$ cat config.mk
export PLATFORM = sky130hd
export DESIGN_NAME = fsil_framer_status_irq
export DESIGN_NICKNAME = d
export VERILOG_FILES = /design/src/rtl/fsil_pkg.sv /design/src/rtl/fsil_framer_status_irq.sv /design/src/rtl/fsil_pair_buf.sv /design/src/rtl/fsil_status_cell.sv
export SDC_FILE = /design/constraint.sdc
export NUM_CORES = 1
export LEC_CHECK = 0
export BUFFER_PORTS_ARGS = -buffer_cell sky130_fd_sc_hd__clkbuf_2
export CORE_MARGIN = 4
export CORE_UTILIZATION = 50
export CTS_CLUSTER_DIAMETER = 200
export DETAILED_ROUTE_END_ITERATION = 10
export GPL_TIMING_DRIVEN = 0
export PLACE_DENSITY_LB_ADDON = 0.15
export SLEW_MARGIN = 40
export SYNTH_ARGS = -nofsm -noshare
export SYNTH_HDL_FRONTEND = slang
export SYNTH_SLANG_ARGS = --single-unit
$ cat constraint.sdc
create_clock -name clk -period 3 [get_ports clk]
set_clock_uncertainty 0.05 [all_clocks]
set_input_delay 0.9 -clock clk [delete_from_list [all_inputs] [get_ports clk]]
set_output_delay 0.9 -clock clk [all_outputs]
set_load 0.03 [all_outputs]
$ cat src/rtl/fsil_pkg.sv
// constants shared by the framer status, interrupt and loopback block
// Overview of operation
// backend_loopback_enable set sends framer B receive line pins to its transmit pins.
// in backend loopback, framer B receive still works; its formatter output is dropped.
// remote_loopback_enable set sends line receive pins back to line transmit pins.
// in remote loopback, framer A receive still works; its formatter output is ignored.
// two control bits insert all-ones alarm in channels 13-24 and 1-12 respectively.
// each of four user output bits drives its own pin to the stored level.
// host writes zero to the unassigned top bit of framer_b_control_seven.
// each framer has nine status registers; a bit sets when its event occurs; the code has six status and information registers per framer.
// status and receive information bits latch and stay set until the host reads them.
// a read clears a latched bit; alarm bits stay set while the alarm persists.
// writing 1 to a status bit refreshes its readable value and selects it for clearing.
// writing 0 to a status bit keeps its previously captured readable value.
// host polls with mask write, immediate read, then writes back read ANDed with mask.
// status, link controller and pattern tester bits reach the interrupt through mask bits.
// an unmasked alarm drives the interrupt low on every change of state.
// reading the responsible alarm bit releases its interrupt even while alarm persists.
// an unmasked event drives the interrupt low until the host reads that bit.
// the interrupt returns high only when no unmasked source is still pending.
// after power-up the host writes every register, test registers included, to defined values; init writes only the mask and control registers.
package fsil_pkg;
    localparam int FSIL_DW = 8;
    localparam int FSIL_CH_W = 5;
    localparam int FSIL_NUM_STAT = 13;
    localparam int FSIL_NUM_MASK = 7;
    localparam int FSIL_NO_MASK = 7;
    localparam logic [7:0] FSIL_ADDR_CTL_A = 8'h0a;
    localparam logic [7:0] FSIL_ADDR_CTL_B = 8'haa;
    localparam logic [7:0] FSIL_CTL_RESET = 8'h00;
    localparam logic [7:0] FSIL_MASK_RESET = 8'h00;
    localparam int FSIL_BIT_LOOP = 6;
    localparam int FSIL_BIT_AIS_UP = 5;
    localparam int FSIL_BIT_AIS_LO = 4;
    localparam int FSIL_BIT_USER_OUTPUT_BIT3 = 3;
    localparam int FSIL_BIT_USER_OUTPUT_BIT2 = 2;
    localparam int FSIL_BIT_USER_OUTPUT_BIT1 = 1;
    localparam int FSIL_BIT_USER_OUTPUT_BIT0 = 0;
    localparam logic [4:0] FSIL_CH_FIRST = 5'h01;
    localparam logic [4:0] FSIL_CH_SPLIT = 5'h0c;
    localparam logic [4:0] FSIL_CH_LAST = 5'h18;
    localparam logic FSIL_AIS_LEVEL = 1'b1;
    // order: sr1a sr2a rir1a rir2a rir3a sr1b sr2b rir1b rir2b rir3b lnka lnkb pat
    localparam logic [7:0] FSIL_STAT_ADDR [0:12] = '{8'h20, 8'h21, 8'h22, 8'h31, 8'h10,
        8'hc0, 8'hc1, 8'hc2, 8'hd1, 8'hb0, 8'h40, 8'he0, 8'h50};
    localparam logic [7:0] FSIL_STAT_ALARM [0:12] = '{8'h0f, 8'h00, 8'h00, 8'h00, 8'h00,
        8'h0f, 8'h00, 8'h00, 8'h00, 8'h00, 8'h00, 8'h00, 8'h00};
    localparam int FSIL_STAT_MASK_IDX [0:12] = '{0, 1, 7, 7, 7, 2, 3, 7, 7, 7, 4, 5, 6};
    // order: irq_mask_one a/two a, one b/two b, link ctl a/b, pattern tester
    localparam logic [7:0] FSIL_MASK_ADDR [0:6] = '{8'h16, 8'h17, 8'hb6, 8'hb7, 8'h41, 8'he1, 8'h51};
endpackage

$ cat src/rtl/fsil_framer_status_irq.sv
// top of the framer status, interrupt, loopback and channel alarm block
`timescale 1ns/100ps
module fsil_framer_status_irq
    import fsil_pkg::*;
#(
    parameter int NUM_STAT = FSIL_NUM_STAT,
    parameter int NUM_MASK = FSIL_NUM_MASK
) (
    input wire logic clk,
    input wire logic sys_rst,
    input wire logic [7:0] cpu_addr,
    input wire logic [7:0] cpu_wdata,
    input wire logic cpu_wr,
    input wire logic cpu_rd,
    output logic cpu_req_ready,
    output logic [7:0] cpu_rdata,
    output logic cpu_rvalid,
    input wire logic cpu_rready,
    input wire logic line_rx_positive_in,
    input wire logic line_rx_negative_in,
    input wire logic fmt_a_tx_pos,
    input wire logic fmt_a_tx_neg,
    output logic line_tx_positive_out,
    output logic line_tx_negative_out,
    output logic rx_a_pos_out,
    output logic rx_a_neg_out,
    input wire logic framer_b_rx_positive_in,
    input wire logic framer_b_rx_negative_in,
    input wire logic fmt_b_tx_pos,
    input wire logic fmt_b_tx_neg,
    output logic framer_b_tx_positive_out,
    output logic framer_b_tx_negative_out,
    output logic rx_b_pos_out,
    output logic rx_b_neg_out,
    input wire logic tx_a_payload_in,
    input wire logic [4:0] tx_a_channel,
    output logic tx_a_payload_out,
    input wire logic tx_b_payload_in,
    input wire logic [4:0] tx_b_channel,
    output logic tx_b_payload_out,
    output logic user_output_bit0,
    output logic user_output_bit1,
    output logic user_output_bit2,
    output logic user_output_bit3,
    input wire logic [NUM_STAT*8-1:0] status_live,
    output logic int_n
);
    // control registers
    logic [7:0] framer_a_control_seven_reg, framer_a_control_seven_next;
    logic [7:0] framer_b_control_seven_reg, framer_b_control_seven_next;
    logic [7:0] mask_reg [0:NUM_MASK-1];
    logic [7:0] mask_next [0:NUM_MASK-1];

    // host access decode
    logic wr_take, rd_take, buf_in_ready;
    logic [NUM_STAT-1:0] stat_hit, stat_irq;
    logic [7:0] stat_read [0:NUM_STAT-1];
    logic [7:0] rd_mux;

    // line, payload, pin and interrupt flops
    logic line_tx_pos_reg, line_tx_pos_next, line_tx_neg_reg, line_tx_neg_next;
    logic b_tx_pos_reg, b_tx_pos_next, b_tx_neg_reg, b_tx_neg_next;
    logic rx_a_pos_reg, rx_a_neg_reg, rx_b_pos_reg, rx_b_neg_reg;
    logic pay_a_reg, pay_a_next, pay_b_reg, pay_b_next;
    logic [3:0] uop_reg, uop_next;
    logic int_n_reg, int_n_next;

    // reads and writes both wait on the buffer ready; only a read is pushed into it
    assign wr_take = cpu_wr & buf_in_ready;
    assign rd_take = cpu_rd & ~cpu_wr & buf_in_ready;

    function automatic logic ais_hit(input logic [4:0] ch, input logic [7:0] ctl);
        logic lower;
        logic upper;
        lower = (ch >= FSIL_CH_FIRST) && (ch <= FSIL_CH_SPLIT);
        upper = (ch > FSIL_CH_SPLIT) && (ch <= FSIL_CH_LAST);
        return (upper && ctl[FSIL_BIT_AIS_UP]) || (lower && ctl[FSIL_BIT_AIS_LO]);
    endfunction

    // control register writes
    always_comb begin
        framer_a_control_seven_next = framer_a_control_seven_reg;
        framer_b_control_seven_next = framer_b_control_seven_reg;
        if (wr_take && cpu_addr == FSIL_ADDR_CTL_A) begin
            framer_a_control_seven_next = cpu_wdata;
        end
        if (wr_take && cpu_addr == FSIL_ADDR_CTL_B) begin
            // top bit kept as written; host is expected to write it as zero
            framer_b_control_seven_next = cpu_wdata;
        end
        for (int m = 0; m < NUM_MASK; m++) begin
            mask_next[m] = mask_reg[m];
            if (wr_take && cpu_addr == FSIL_MASK_ADDR[m]) begin
                mask_next[m] = cpu_wdata;
            end
        end
    end

    always_ff @(posedge clk) begin
        if (sys_rst) begin
            framer_a_control_seven_reg <= FSIL_CTL_RESET;
            framer_b_control_seven_reg <= FSIL_CTL_RESET;
            for (int m = 0; m < NUM_MASK; m++) begin
                mask_reg[m] <= FSIL_MASK_RESET;
            end
        end else begin
            framer_a_control_seven_reg <= framer_a_control_seven_next;
            framer_b_control_seven_reg <= framer_b_control_seven_next;
            for (int m = 0; m < NUM_MASK; m++) begin
                mask_reg[m] <= mask_next[m];
            end
        end
    end

    // status and information registers, six per framer plus pattern tester
    for (genvar g = 0; g < NUM_STAT; g++) begin : g_stat
        logic [7:0] eff_mask;
        assign stat_hit[g] = (cpu_addr == FSIL_STAT_ADDR[g]);
        if (FSIL_STAT_MASK_IDX[g] == FSIL_NO_MASK) begin : g_nomask
            // receive information registers never reach the interrupt
            assign eff_mask = 8'h00;
        end else begin : g_mask
            assign eff_mask = mask_reg[FSIL_STAT_MASK_IDX[g]];
        end
        fsil_status_cell #(
            .W(8),
            .ALARM_BITS(FSIL_STAT_ALARM[g])
        ) u_cell (
            .clk(clk),
            .sys_rst(sys_rst),
            .live(status_live[g*8 +: 8]),
            .wr(wr_take & stat_hit[g]),
            .rd(rd_take & stat_hit[g]),
            .wdata(cpu_wdata),
            .irq_mask(eff_mask),
            .read_q(stat_read[g]),
            .irq(stat_irq[g])
        );
    end

    // read mux; unmapped addresses read as zero
    always_comb begin
        rd_mux = 8'h00;
        if (cpu_addr == FSIL_ADDR_CTL_A) begin
            rd_mux = framer_a_control_seven_reg;
        end
        if (cpu_addr == FSIL_ADDR_CTL_B) begin
            rd_mux = framer_b_control_seven_reg;
        end
        for (int m = 0; m < NUM_MASK; m++) begin
            if (cpu_addr == FSIL_MASK_ADDR[m]) begin
                rd_mux = mask_reg[m];
            end
        end
        for (int s = 0; s < NUM_STAT; s++) begin
            if (stat_hit[s]) begin
                rd_mux = stat_read[s];
            end
        end
    end

    // a stalled reader loses no read answer; reads clear bits, so none may drop
    fsil_pair_buf #(
        .W(8)
    ) u_rd_buf (
        .clk(clk),
        .sys_rst(sys_rst),
        .in_data(rd_mux),
        .in_valid(rd_take),
        .in_ready(buf_in_ready),
        .out_data(cpu_rdata),
        .out_valid(cpu_rvalid),
        .out_ready(cpu_rready)
    );
    assign cpu_req_ready = buf_in_ready;

    // line loopbacks, alarm insertion, user pins and interrupt
    always_comb begin
        line_tx_pos_next = fmt_a_tx_pos;
        line_tx_neg_next = fmt_a_tx_neg;
        if (framer_a_control_seven_reg[FSIL_BIT_LOOP]) begin
            line_tx_pos_next = line_rx_positive_in;
            line_tx_neg_next = line_rx_negative_in;
        end
        b_tx_pos_next = fmt_b_tx_pos;
        b_tx_neg_next = fmt_b_tx_neg;
        if (framer_b_control_seven_reg[FSIL_BIT_LOOP]) begin
            b_tx_pos_next = framer_b_rx_positive_in;
            b_tx_neg_next = framer_b_rx_negative_in;
        end
        pay_a_next = ais_hit(tx_a_channel, framer_a_control_seven_reg) ? FSIL_AIS_LEVEL : tx_a_payload_in;
        pay_b_next = ais_hit(tx_b_channel, framer_b_control_seven_reg) ? FSIL_AIS_LEVEL : tx_b_payload_in;
        uop_next = framer_b_control_seven_reg[FSIL_BIT_USER_OUTPUT_BIT3:FSIL_BIT_USER_OUTPUT_BIT0];
        int_n_next = ~(|stat_irq);
    end

    always_ff @(posedge clk) begin
        if (sys_rst) begin
            line_tx_pos_reg <= 1'b0;
            line_tx_neg_reg <= 1'b0;
            b_tx_pos_reg <= 1'b0;
            b_tx_neg_reg <= 1'b0;
            rx_a_pos_reg <= 1'b0;
            rx_a_neg_reg <= 1'b0;
            rx_b_pos_reg <= 1'b0;
            rx_b_neg_reg <= 1'b0;
            pay_a_reg <= 1'b0;
            pay_b_reg <= 1'b0;
            uop_reg <= 4'h0;
            int_n_reg <= 1'b1;
        end else begin
            line_tx_pos_reg <= line_tx_pos_next;
            line_tx_neg_reg <= line_tx_neg_next;
            b_tx_pos_reg <= b_tx_pos_next;
            b_tx_neg_reg <= b_tx_neg_next;
            // receive paths always see the line, loopback or not
            rx_a_pos_reg <= line_rx_positive_in;
            rx_a_neg_reg <= line_rx_negative_in;
            rx_b_pos_reg <= framer_b_rx_positive_in;
            rx_b_neg_reg <= framer_b_rx_negative_in;
            pay_a_reg <= pay_a_next;
            pay_b_reg <= pay_b_next;
            uop_reg <= uop_next;
            int_n_reg <= int_n_next;
        end
    end

    assign line_tx_positive_out = line_tx_pos_reg;
    assign line_tx_negative_out = line_tx_neg_reg;
    assign framer_b_tx_positive_out = b_tx_pos_reg;
    assign framer_b_tx_negative_out = b_tx_neg_reg;
    assign rx_a_pos_out = rx_a_pos_reg;
    assign rx_a_neg_out = rx_a_neg_reg;
    assign rx_b_pos_out = rx_b_pos_reg;
    assign rx_b_neg_out = rx_b_neg_reg;
    assign tx_a_payload_out = pay_a_reg;
    assign tx_b_payload_out = pay_b_reg;
    assign user_output_bit0 = uop_reg[0];
    assign user_output_bit1 = uop_reg[1];
    assign user_output_bit2 = uop_reg[2];
    assign user_output_bit3 = uop_reg[3];
    assign int_n = int_n_reg;
endmodule // fsil_framer_status_irq

$ cat src/rtl/fsil_pair_buf.sv
// two-entry buffer with valid and ready on both sides
`timescale 1ns/100ps
module fsil_pair_buf #(
    parameter int W = 8
) (
    input wire logic clk,
    input wire logic sys_rst,
    input wire logic [W-1:0] in_data,
    input wire logic in_valid,
    output logic in_ready,
    output logic [W-1:0] out_data,
    output logic out_valid,
    input wire logic out_ready
);
    logic [W-1:0] slot0_reg, slot0_next, slot1_reg, slot1_next;
    logic [1:0] cnt_reg, cnt_next;
    logic ready_reg, valid_reg, push, pop;

    always_comb begin
        push = in_valid & ready_reg;
        pop = valid_reg & out_ready;
        slot0_next = slot0_reg;
        slot1_next = slot1_reg;
        cnt_next = cnt_reg;
        case ({push, pop})
            2'b10: begin
                if (cnt_reg == 2'd0) slot0_next = in_data;
                else slot1_next = in_data;
                cnt_next = cnt_reg + 2'd1;
            end
            2'b01: begin
                slot0_next = slot1_reg;
                cnt_next = cnt_reg - 2'd1;
            end
            2'b11: begin
                if (cnt_reg == 2'd1) slot0_next = in_data;
                else begin
                    slot0_next = slot1_reg;
                    slot1_next = in_data;
                end
            end
            default: cnt_next = cnt_reg;
        endcase
    end

    always_ff @(posedge clk) begin
        if (sys_rst) begin
            slot0_reg <= '0;
            slot1_reg <= '0;
            cnt_reg <= 2'd0;
            ready_reg <= 1'b0;
            valid_reg <= 1'b0;
        end else begin
            slot0_reg <= slot0_next;
            slot1_reg <= slot1_next;
            cnt_reg <= cnt_next;
            ready_reg <= (cnt_next != 2'd2);
            valid_reg <= (cnt_next != 2'd0);
        end
    end

    assign in_ready = ready_reg;
    assign out_valid = valid_reg;
    assign out_data = slot0_reg;
endmodule // fsil_pair_buf

$ cat src/rtl/fsil_status_cell.sv
// one latched status register with write-read-write clearing and its interrupt term
`timescale 1ns/100ps
module fsil_status_cell #(
    parameter int W = 8,
    parameter logic [W-1:0] ALARM_BITS = '0
) (
    input wire logic clk,
    input wire logic sys_rst,
    input wire logic [W-1:0] live,
    input wire logic wr,
    input wire logic rd,
    input wire logic [W-1:0] wdata,
    input wire logic [W-1:0] irq_mask,
    output logic [W-1:0] read_q,
    output logic irq
);
    logic [W-1:0] live_q_reg, latch_reg, latch_next, read_reg, read_next, sel_reg, sel_next;
    logic [W-1:0] change_reg, change_next, chg_cap_reg, chg_cap_next, live_edge, rd_clr, chg_clr;
    logic irq_reg, irq_next;

    always_comb begin
        live_edge = (live ^ live_q_reg) & ALARM_BITS;
        // only bits actually shown as 1 are cleared, so a later event survives
        rd_clr = rd ? (sel_reg & read_reg) : '0;
        chg_clr = rd ? chg_cap_reg : '0;
        latch_next = (latch_reg & ~rd_clr) | live;
        change_next = (change_reg & ~chg_clr) | live_edge;
        read_next = read_reg;
        sel_next = rd ? '0 : sel_reg;
        chg_cap_next = rd ? '0 : chg_cap_reg;
        if (wr) begin
            read_next = (read_reg & ~wdata) | ((latch_reg | live) & wdata);
            sel_next = wdata;
            chg_cap_next = change_reg & wdata;
        end
        irq_next = |(((latch_next & ~ALARM_BITS) | change_next) & irq_mask);
    end

    always_ff @(posedge clk) begin
        if (sys_rst) begin
            live_q_reg <= '0;
            latch_reg <= '0;
            read_reg <= '0;
            sel_reg <= '0;
            change_reg <= '0;
            chg_cap_reg <= '0;
            irq_reg <= 1'b0;
        end else begin
            live_q_reg <= live;
            latch_reg <= latch_next;
            read_reg <= read_next;
            sel_reg <= sel_next;
            change_reg <= change_next;
            chg_cap_reg <= chg_cap_next;
            irq_reg <= irq_next;
        end
    end

    assign read_q = read_reg;
    assign irq = irq_reg;
endmodule // fsil_status_cell
Word level (Yosys, flattened, before mapping). Memories as Yosys holds them, arrays and structs flattened. Index checks and enable logic that the tools add are counted.

$add $sub $neg: 2. $mul: 0. Divide/modulo/power cells: 0. Order comparisons: 8. Equality and inequality tests: 30. Shift operators: 0. Multiplexer cells: 105. Bitwise gates (word level): 184. Reduce and logical (&&, ||, !) cells: 46.

Operators by type and width (count): $mux 8 (93); $and 8x8->8 (73); $or 8x8->8 (46); $not 8->8 (21); $eq 8x8->1 const B (10); $reduce_or 8->1 (7); $eq 8x6->1 const B (4); $eq 8x7->1 const B (4); $and 1x1->1 (31); $reduce_bool 2->1 (15); $eq 8x5->1 const B (3); $pmux 8 s3 (1); $logic_and 1x1->1 (17); $or 8x4->8 (2); $pmux 8 s2 (1); $ge 5x1->1 const B (2); $gt 5x4->1 const B (2); $le 5x4->1 const B (2); $le 5x5->1 const B (2); $mux 1 (9); $eq 8x4->1 const B (1); $xor 4x4->4 (2); $or 1x1->1 (7); $reduce_or 7->1 (1); 13 further kinds (19).

Register bits after elaboration: 490. Bits in latches: 0. Memory bits (writable): 56. Memory bits (read-only): 0. Output and inout bits: 25. Memories kept: 1.

Memory list: mask_reg (words 7, width 8, read ports 7, clocked after memory_dff 0, write ports 7, line fsil_framer_status_irq.sv:51) `logic [7:0] mask_reg [0:NUM_MASK-1];`.

Logic depth before layout (Yosys ltp). Gate-level depths: netlist (run 1).

Word-level depth: 25. Mapped depth: 12. Mapped depth without buffers: 9.

Modules after synthesis. From an unflattened synthesis (run 1), not the netlist that was laid out.

Cells, all modules: 3325. Area, all modules: 27715.3 sq um.

Modules (own cells, without submodules): fsil_status_cell (g_stat[10].u_cell ...) (instances 11, cells each 193, area each 1650.3 sq um); fsil_framer_status_irq (instances 1, cells each 693, area each 5077.4 sq um); fsil_status_cell (g_stat[0].u_cell ...) (instances 2, cells each 196, area each 1736.7 sq um); fsil_pair_buf (instances 1, cells each 117, area each 1011.0 sq um).

Worst setup path after synthesis (run 1). OpenSTA, ideal clock, no wires.

Path type: input to register. From: in cpu_wr. To: reg u_rd_buf.slot1_reg[5]. Arrival: 2978 ps. Data required time: 2869 ps. Path slack: -108 ps. Stages on the path: 11. Buffers on the path: 2. Cells stage by stage: nand3b_2 > buf_2 > inv_1 > ha_1 > and2_1 > clkbuf_1 > a21oi_1 > nand2_1 > nor3_1 > or3_1 > a41oi_1.

Longest elaborated chain between the ends: 7. Elaborated cells between the ends (all ways): 11. Those cells by class: eq/ne (4); mux (1); bitwise (4); reduce/logical (2).

Ends and longest elaborated chain: start, declared (line fsil_framer_status_irq.sv:13) `input wire logic cpu_wr,`; $not 1->1 (*) (line fsil_framer_status_irq.sv:70) `assign rd_take = cpu_rd & ~cpu_wr & buf_in_ready;`; $and 1x1->1 (*) (2 in series) (line fsil_framer_status_irq.sv:70); $and 1x1->1 (*) (line fsil_pair_buf.sv:20) `push = in_valid & ready_reg;`; $eq 2x2->1 (line fsil_pair_buf.sv:25) `case ({push, pop})`; $ne 2x2->1 (no line) / $reduce_bool 2->1 (equally long branches); $reduce_and 3->1 (no line); end signal, assigned (line fsil_pair_buf.sv:55) `slot1_reg <= slot1_next;`; end, declared (line fsil_pair_buf.sv:15) `logic [W-1:0] slot0_reg, slot0_next, slot1_reg, slot1_next;`.

Every way passes the cells marked *; elsewhere a longest branch is shown, timed or not. A chain may end at the register's enable or synchronous reset.

Worst setup path in the final report (run 1).
From: in cpu_addr[1]. To: reg u_rd_buf.slot0_reg[1] (netlist: u_rd_buf.out_data[1]).

Longest elaborated chain between the ends: 25. Elaborated cells between the ends (all ways): 47. Those cells by class: eq/ne (22); mux (25).

Ends and longest elaborated chain: start, declared (line fsil_framer_status_irq.sv:11) `input wire logic [7:0] cpu_addr,`; $eq 8x4->1 (line fsil_framer_status_irq.sv:144) `if (cpu_addr == FSIL_ADDR_CTL_A) begin`; $mux 8 (line fsil_framer_status_irq.sv:144); $mux 8 (line fsil_framer_status_irq.sv:147) `if (cpu_addr == FSIL_ADDR_CTL_B) begin`; $mux 8 (7 in series) (line fsil_framer_status_irq.sv:151) `if (cpu_addr == FSIL_MASK_ADDR[m]) begin`; $mux 8 (12 in series) (line fsil_framer_status_irq.sv:156) `if (stat_hit[s]) begin`; $mux 8 (*) (line fsil_framer_status_irq.sv:156); $mux 8 (on tied branches) (line fsil_pair_buf.sv:36, fsil_pair_buf.sv:27); $pmux 8 s3 (*) (line fsil_pair_buf.sv:25); end signal, assigned (line fsil_pair_buf.sv:54) `slot0_reg <= slot0_next;`; end, declared (line fsil_pair_buf.sv:15).

Every way passes the cells marked *; elsewhere a longest branch is shown, timed or not. The select of a mux whose other input is x is not followed.

==> flow_summary.toml, run 1 <==
[sta]
min_period_over_period_pct = 102.4
fmax_mhz = 325.6
slew_headroom_pct = 30.14
slew_violations = 0
setup_viol = 6
worst_hold_slack_ps = 405.2
rsz0062_at_grt = "yes"
tns_ps = -174.4
min_period_ps = 3071
worstMarginPinSlew_ps = 1048
hold_violations = 0
setup_ws_ps = -70.91

[clock_network]
numCtsBuffers = 54
insertion_delay_ps = 620
path_clk_slew_ps = 60
cts_tree = "yes"
postCtsHoldBufs = 0
cts-root-buf = "clkbuf_16"
htree_levels = 2
max-clock-path-buffers = 3
cts_num_sinks = 546

[finish]
utilization_pct = 60.23
fin_nets = 3075
nFillCells = 3981
stdcell_area_sq_um = 26170
drive_gt1_share_pct = 15.72
fin_cells = 3551
area_growth_pct = 18.21

[die]
die_area_sq_um = 47720
dieHeight_um = 218.4
core_sq_um = 43460
die_w_um = 218.4
rows = 76
initial_core_util_pct = 50.95
boundaryPins = 170

[synth]
syn_nets = 2832
postSynth.asyncResetShare_pct = 0
synth_cells = 2681
ys.warnings.count = 0
syn_avg_cell_area_sq_um = 8.259
netlist_top_cells_area = "dfxtp_1, a21oi_1, nand2_1, nor2_1, nor3_1"
synthFlopType = "dfxtp_1"
ys_ff_latch = 546
ys_seq_area_share_pct = 49.36
yosysTopAreaCell = "dfxtp_1"
synth_area_sq_um = 22140
yosysTopAreaCellShare_pct = 49.36
synth_edf_count = 0
yosysUniqueCellTypes = 85

[outcome]
violations = "negative setup slack"
status = "finished, violations left"

[critical_path]
cp.arrival_ps = 3490
worstReg2RegStart = "u_rd_buf.in_ready"
reg2reg_depth = 11
cp.required_ps = 3410
crit_path_max_fanout = 10
cp-end-kind = "flop"
critPathKind = "in -> reg"
start_kind = "primary input"
r2r_slack_ps = 20
reg2reg_to = "g_stat[11].u_cell.irq"

[drt]
drc = 0
ant_nets = 0
avgViaCountPerCell = 6.415
wl_um = 97920
num_vias = 22780
initialDrtViolationCount = 2931
dr.pass1.iters = 6
routedWlPerCell_um = 27.58

[worst_hold_path]
holdCritStartpoint = "g_stat[10].u_cell.sel_reg[7]"
min_to = "g_stat[10].u_cell.sel_reg[7]"
min-delay-path-class = "reg -> reg"
holdPathStages = 2

[global_route]
overflow = 0
gr-usage-all-layers_pct = 39.62
grt_pass1_wl_um = 140200
grt_max_degree = 15
antenna_found_initial = 1
grt_pass1_vias = 21480

[place]
place_inst = 3431
dpl.hpwl_um = 70880
pre_cts_ws_ps = -1279
numPortBuffers = 161
gp_congestion = 1.053
placed_cell_area_sq_um = 23800

[run]
cap_viol_max_count = 0

[power]
ir_drop_uv = 535.2
power_density_nw_per_um2 = 604.4
p_total_mw = 15.82
leakage_nw = 9.709
## worst max-delay path, cell delays in order
cell and delay, ps:
clkbuf_2 160, buf_4 210, nor4_4 520, buf_6 220, nand2_1 340, o21ai_0 680, a31oi_2 160, a21oi_1 210
nor4_1 70
## power by group
part | internal, mW | leakage [nW] | total [mW] | switching [mW]
registers | 7.40 | 4.44 | 7.49 | 0.0867
logic | 0.329 | 4.36 | 1.29 | 0.961
clock network | 4.13 | 0.910 | 7.04 | 2.91
## how the worst max path moves through the flow
stage                startpoint                     to  slack (ps)  cells after the start
floorplan                cpu_wr  u_rd_buf.slot1_reg[4]          50                     10
CTS                 cpu_addr[7]   u_rd_buf.out_data[7]           1                     10
detailed placement  cpu_addr[7]   u_rd_buf.out_data[0]       -1280                     11
global route        cpu_addr[6]   g_stat[6].u_cell.irq         -60                     11
finish              cpu_addr[1]   u_rd_buf.out_data[1]         -70                      9
global placement    cpu_addr[6]                   flop       -1340                      9
## per-layer routing
layer	routed length [um]	GRT usage, %
met3	10400	8.607
met1	38200	51.69
met2	42840	61.40
met4	6468	21.66
met5	13	0
## synthesized netlist by cell type, drive strengths merged (4+ instances only)
library cell  instances
nand3               121
a41oi                 7
mux2i                74
nor3b                 6
a211oi                8
o221ai                6
buf                  48
o211ai               15
inv                  15
a22o                  5
clkbuf              137
nand2               419
xnor2                 4
a311oi               10
and4b                 4
or3                   4
nor2b                28
a21oi               347
nor2                352
o21ai                58
xor2                  4
nor3                219
a31oi                 9
nand3b                8
nor4b                 5
or4b                  5
a22oi                58
o22ai                 7
a21o                  8
and3                  4
dfxtp               546
ha                    6
nor4                  9
nand2b                4
a32oi                58
a221oi                8
a222oi                4
## cells in the final DEF, fill, tap and decap left out, types with 9 or more instances in the layout
cell type	synthesis	final
nand3_1	117	117
nand2_1	419	413
a311oi_1	10	10
o21ai_0	54	52
a22oi_1	56	56
nor2_1	347	333
buf_6	6	10
clkbuf_8	0	16
nor3_4	8	11
a21oi_1	343	340
buf_4	5	31
clkbuf_2	0	213
nor2_4	1	9
clkbuf_4	0	9
a32oi_1	58	58
nor3_1	205	204
clkbuf_16	0	54
nor2b_1	28	28
nor2_2	4	10
inv_1	15	15
mux2i_1	74	74
dfxtp_1	546	546
clkbuf_1	137	88
o211ai_1	15	15
buf_2	34	27
## logic make-up after synthesis
| logic type | synth area share (%) |
|---|---|
| AO/OA/AOI/OAI | 17.83 |
| XOR/XNOR | 0.3164 |
| adder cells (fa/ha/maj) | 0.3390 |
| buffers and inverters | 3.888 |
| flip-flops | 49.36 |
| multiplexers | 3.345 |
| AND/OR/NAND/NOR | 24.92 |
## layout make-up
cell class,instances,area [sq um],area share (%)
sequential,546,10930,41.76
multi-input combinational,1934,10650,40.69
clock buffer,80,1609,6.147
timing repair buffer,191,1065,4.068
buffer,181,889.6,3.399
tap,585,732.0,2.796
clock inverter,17,231.5,0.8844
inverter,16,63.81,0.2438
antenna,1,2.502,0.009561
## what timing repair did
| action | 4_1_cts | 5_1_grt |
|---|---|---|
| pin swaps | 5 | 9 |
| setup buffers | 10 | 16 |
| setup endpoints to repair | 181 | 151 |
| gates resized for setup | 40 | 58 |
No activity file was read; power rests on OpenSTA's default activity.
==> run 2, diff against run 1 <==
==> constraint.sdc (replaced) <==
create_clock -name clk -period 3.08 [get_ports clk]
set_clock_uncertainty 0.05 [all_clocks]
set_input_delay 0.924 -clock clk [delete_from_list [all_inputs] [get_ports clk]]
set_output_delay 0.924 -clock clk [all_outputs]
set_load 0.03 [all_outputs]
==> run 2 against run 1 <==
The flow still finishes with violations (negative setup slack). Die area unchanged. Count of clock-buffer cells in the layout unchanged. Clock power decreased by 2%. First-iteration DRC count increased by 1.9%. Sequential power decreased by 2.7%. Final cell count about the same. Routed wire length decreased by 0.45%. Sequential share of layout area increased by 0.21 points. Critical path type unchanged. Largest cell class unchanged. Largest power group unchanged.
==> flow_summary.toml, run 2 (same netlist as run 1, synthesis figures left out) <==
[critical_path]
cp.required_ps = 3490
critPathBufInv = 3
cp_cell_sequence = "clkbuf_2 -> buf_4 -> nor4_4 -> buf_6 -> nand2_1 -> o21ai_0 -> a31oi_1 -> a21oi_1 -> nor4_1"
cp-end-kind = "flop"
crit_path_max_fanout = 10
start_kind = "primary input"
max_stage_delay_ps = 660
crit_family = "compound AO/OA/AOI/OAI gates"
critPathKind = "in -> reg"
cp.arrival_ps = 3540
crit_path_top_delay_cell = "o21ai_0"
reg2reg_depth = 9
path_depth = 9

[sta]
rsz0062_at_grt = "yes"
tns_ps = -70.96
slew_violations = 0
slew_headroom_pct = 32.39
setup_viol = 2
worst_hold_slack_ps = 403.9
min_period_ps = 3128
fmax_mhz = 319.7
setup_ws_ps = -47.73
min_period_over_period_pct = 101.5
worstMarginPinSlew_ps = 1014
hold_violations = 0

[worst_hold_path]
min-delay-path-class = "reg -> reg"
holdPathStages = 2

[finish]
multi_input_area_sq_um = 10550
final_cell_mix = "dfxtp_1, nand2_1, a21oi_1, nor2_1, clkbuf_2"
seq_area_sq_um = 10930
area_growth_pct = 17.62
fin_cells = 3549
fin_nets = 3073
drive_gt1_share_pct = 15.22
stdcell_area_sq_um = 26040
utilization_pct = 59.93
final_common_cell = "dfxtp_1"
nFillCells = 3984

[drt]
initialDrtViolationCount = 2986
drc = 0
routedWlPerCell_um = 27.47
dr.pass1.iters = 6
wl_um = 97480
num_vias = 22700
ant_nets = 0
avgViaCountPerCell = 6.396

[die]
core_sq_um = 43460
boundaryPins = 170
die_w_um = 218.4
dieHeight_um = 218.4
die_area_sq_um = 47720
rows = 76
initial_core_util_pct = 50.95

[clock_network]
htree_levels = 2
cts_num_sinks = 546
cts-root-buf = "clkbuf_16"
max-clock-path-buffers = 3
cts_tree = "yes"
path_clk_slew_ps = 70
insertion_delay_ps = 620
numCtsBuffers = 54

[place]
pre_cts_ws_ps = -1223
numPortBuffers = 161
dpl.hpwl_um = 70880
gp_congestion = 1.053
place_inst = 3431
placed_cell_area_sq_um = 23800

[global_route]
grt_max_degree = 15
grt_pass1_vias = 21430
gr-usage-all-layers_pct = 39.49
grt_pass1_wl_um = 139800
antenna_found_initial = 2
overflow = 0

[outcome]
violations = "negative setup slack"
status = "finished, violations left"

[power]
power_density_nw_per_um2 = 591.7
leakage_nw = 9.646
ir_drop_uv = 522.0
p_total_mw = 15.41

[run]
cap_viol_max_count = 0
[run 2: cell types whose count changed in the layout (fill, tap and decap cells not counted), sizes merged]
| cell | before | now |
|---|---|---|
| clkbuf | 380 | 377 |
| buf | 72 | 73 |
[run 2: area by class of cell]
type                    count  area share [%]
repair buffers            188           4.002
clock inverters            17          0.8888
multi-input cells        1934           40.51
plain buffers             182           3.382
diodes                      1        0.009608
clock buffers              80           6.178
flip-flops and latches    546           41.97
inverters                  16          0.2450
well taps                 585           2.810
[run 2: final timing paths]
kind                               startpoint  slack [ps]                               to
setup / recovery                  cpu_addr[1]         -50             u_rd_buf.out_data[1]
hold / removal    g_stat[8].u_cell.sel_reg[5]         400      g_stat[8].u_cell.sel_reg[5]
setup reg to reg            u_rd_buf.in_ready          70  g_stat[0].u_cell.chg_cap_reg[3]
hold reg to reg   g_stat[8].u_cell.sel_reg[5]         400      g_stat[8].u_cell.sel_reg[5]
[run 2: worst min-delay path, delay by kind of cell (launching register included)]
family	cells	cell delay [ps]
AO/OA/AOI/OAI	1	50
flip-flops	1	310
AND/OR/NAND/NOR	1	50
[run 2: repair_timing]
| item | CTS | global route |
|---|---|---|
| hold buffers | 0 | 0 |
| gates resized for setup | 30 | 42 |
| setup buffers | 7 | 16 |
| setup endpoints to repair | 134 | 119 |
| endpoints found under the hold margin | 0 | 0 |
| pin swaps | 4 | 8 |
[run 2: metal layers]
metal | share of wire, % | vias to the layer above | GRT usage (%)
li1 | - | 10000 | -
met1 | 39 | 10940 | 51.59
met2 | 44 | 1438 | 61.10
met3 | 11 | 315 | 8.509
met4 | 6.8 | 2 | 21.68
met5 | 0.021 | - | 0
[run 2: power breakdown]
group          switching, mW  total, mW  leakage [nW]  internal [mW]
clock                   2.85       6.87         0.910           4.02
sequential            0.0832       7.29          4.44           7.21
combinational          0.927       1.25          4.30          0.319
total                   3.86       15.4          9.65           11.5
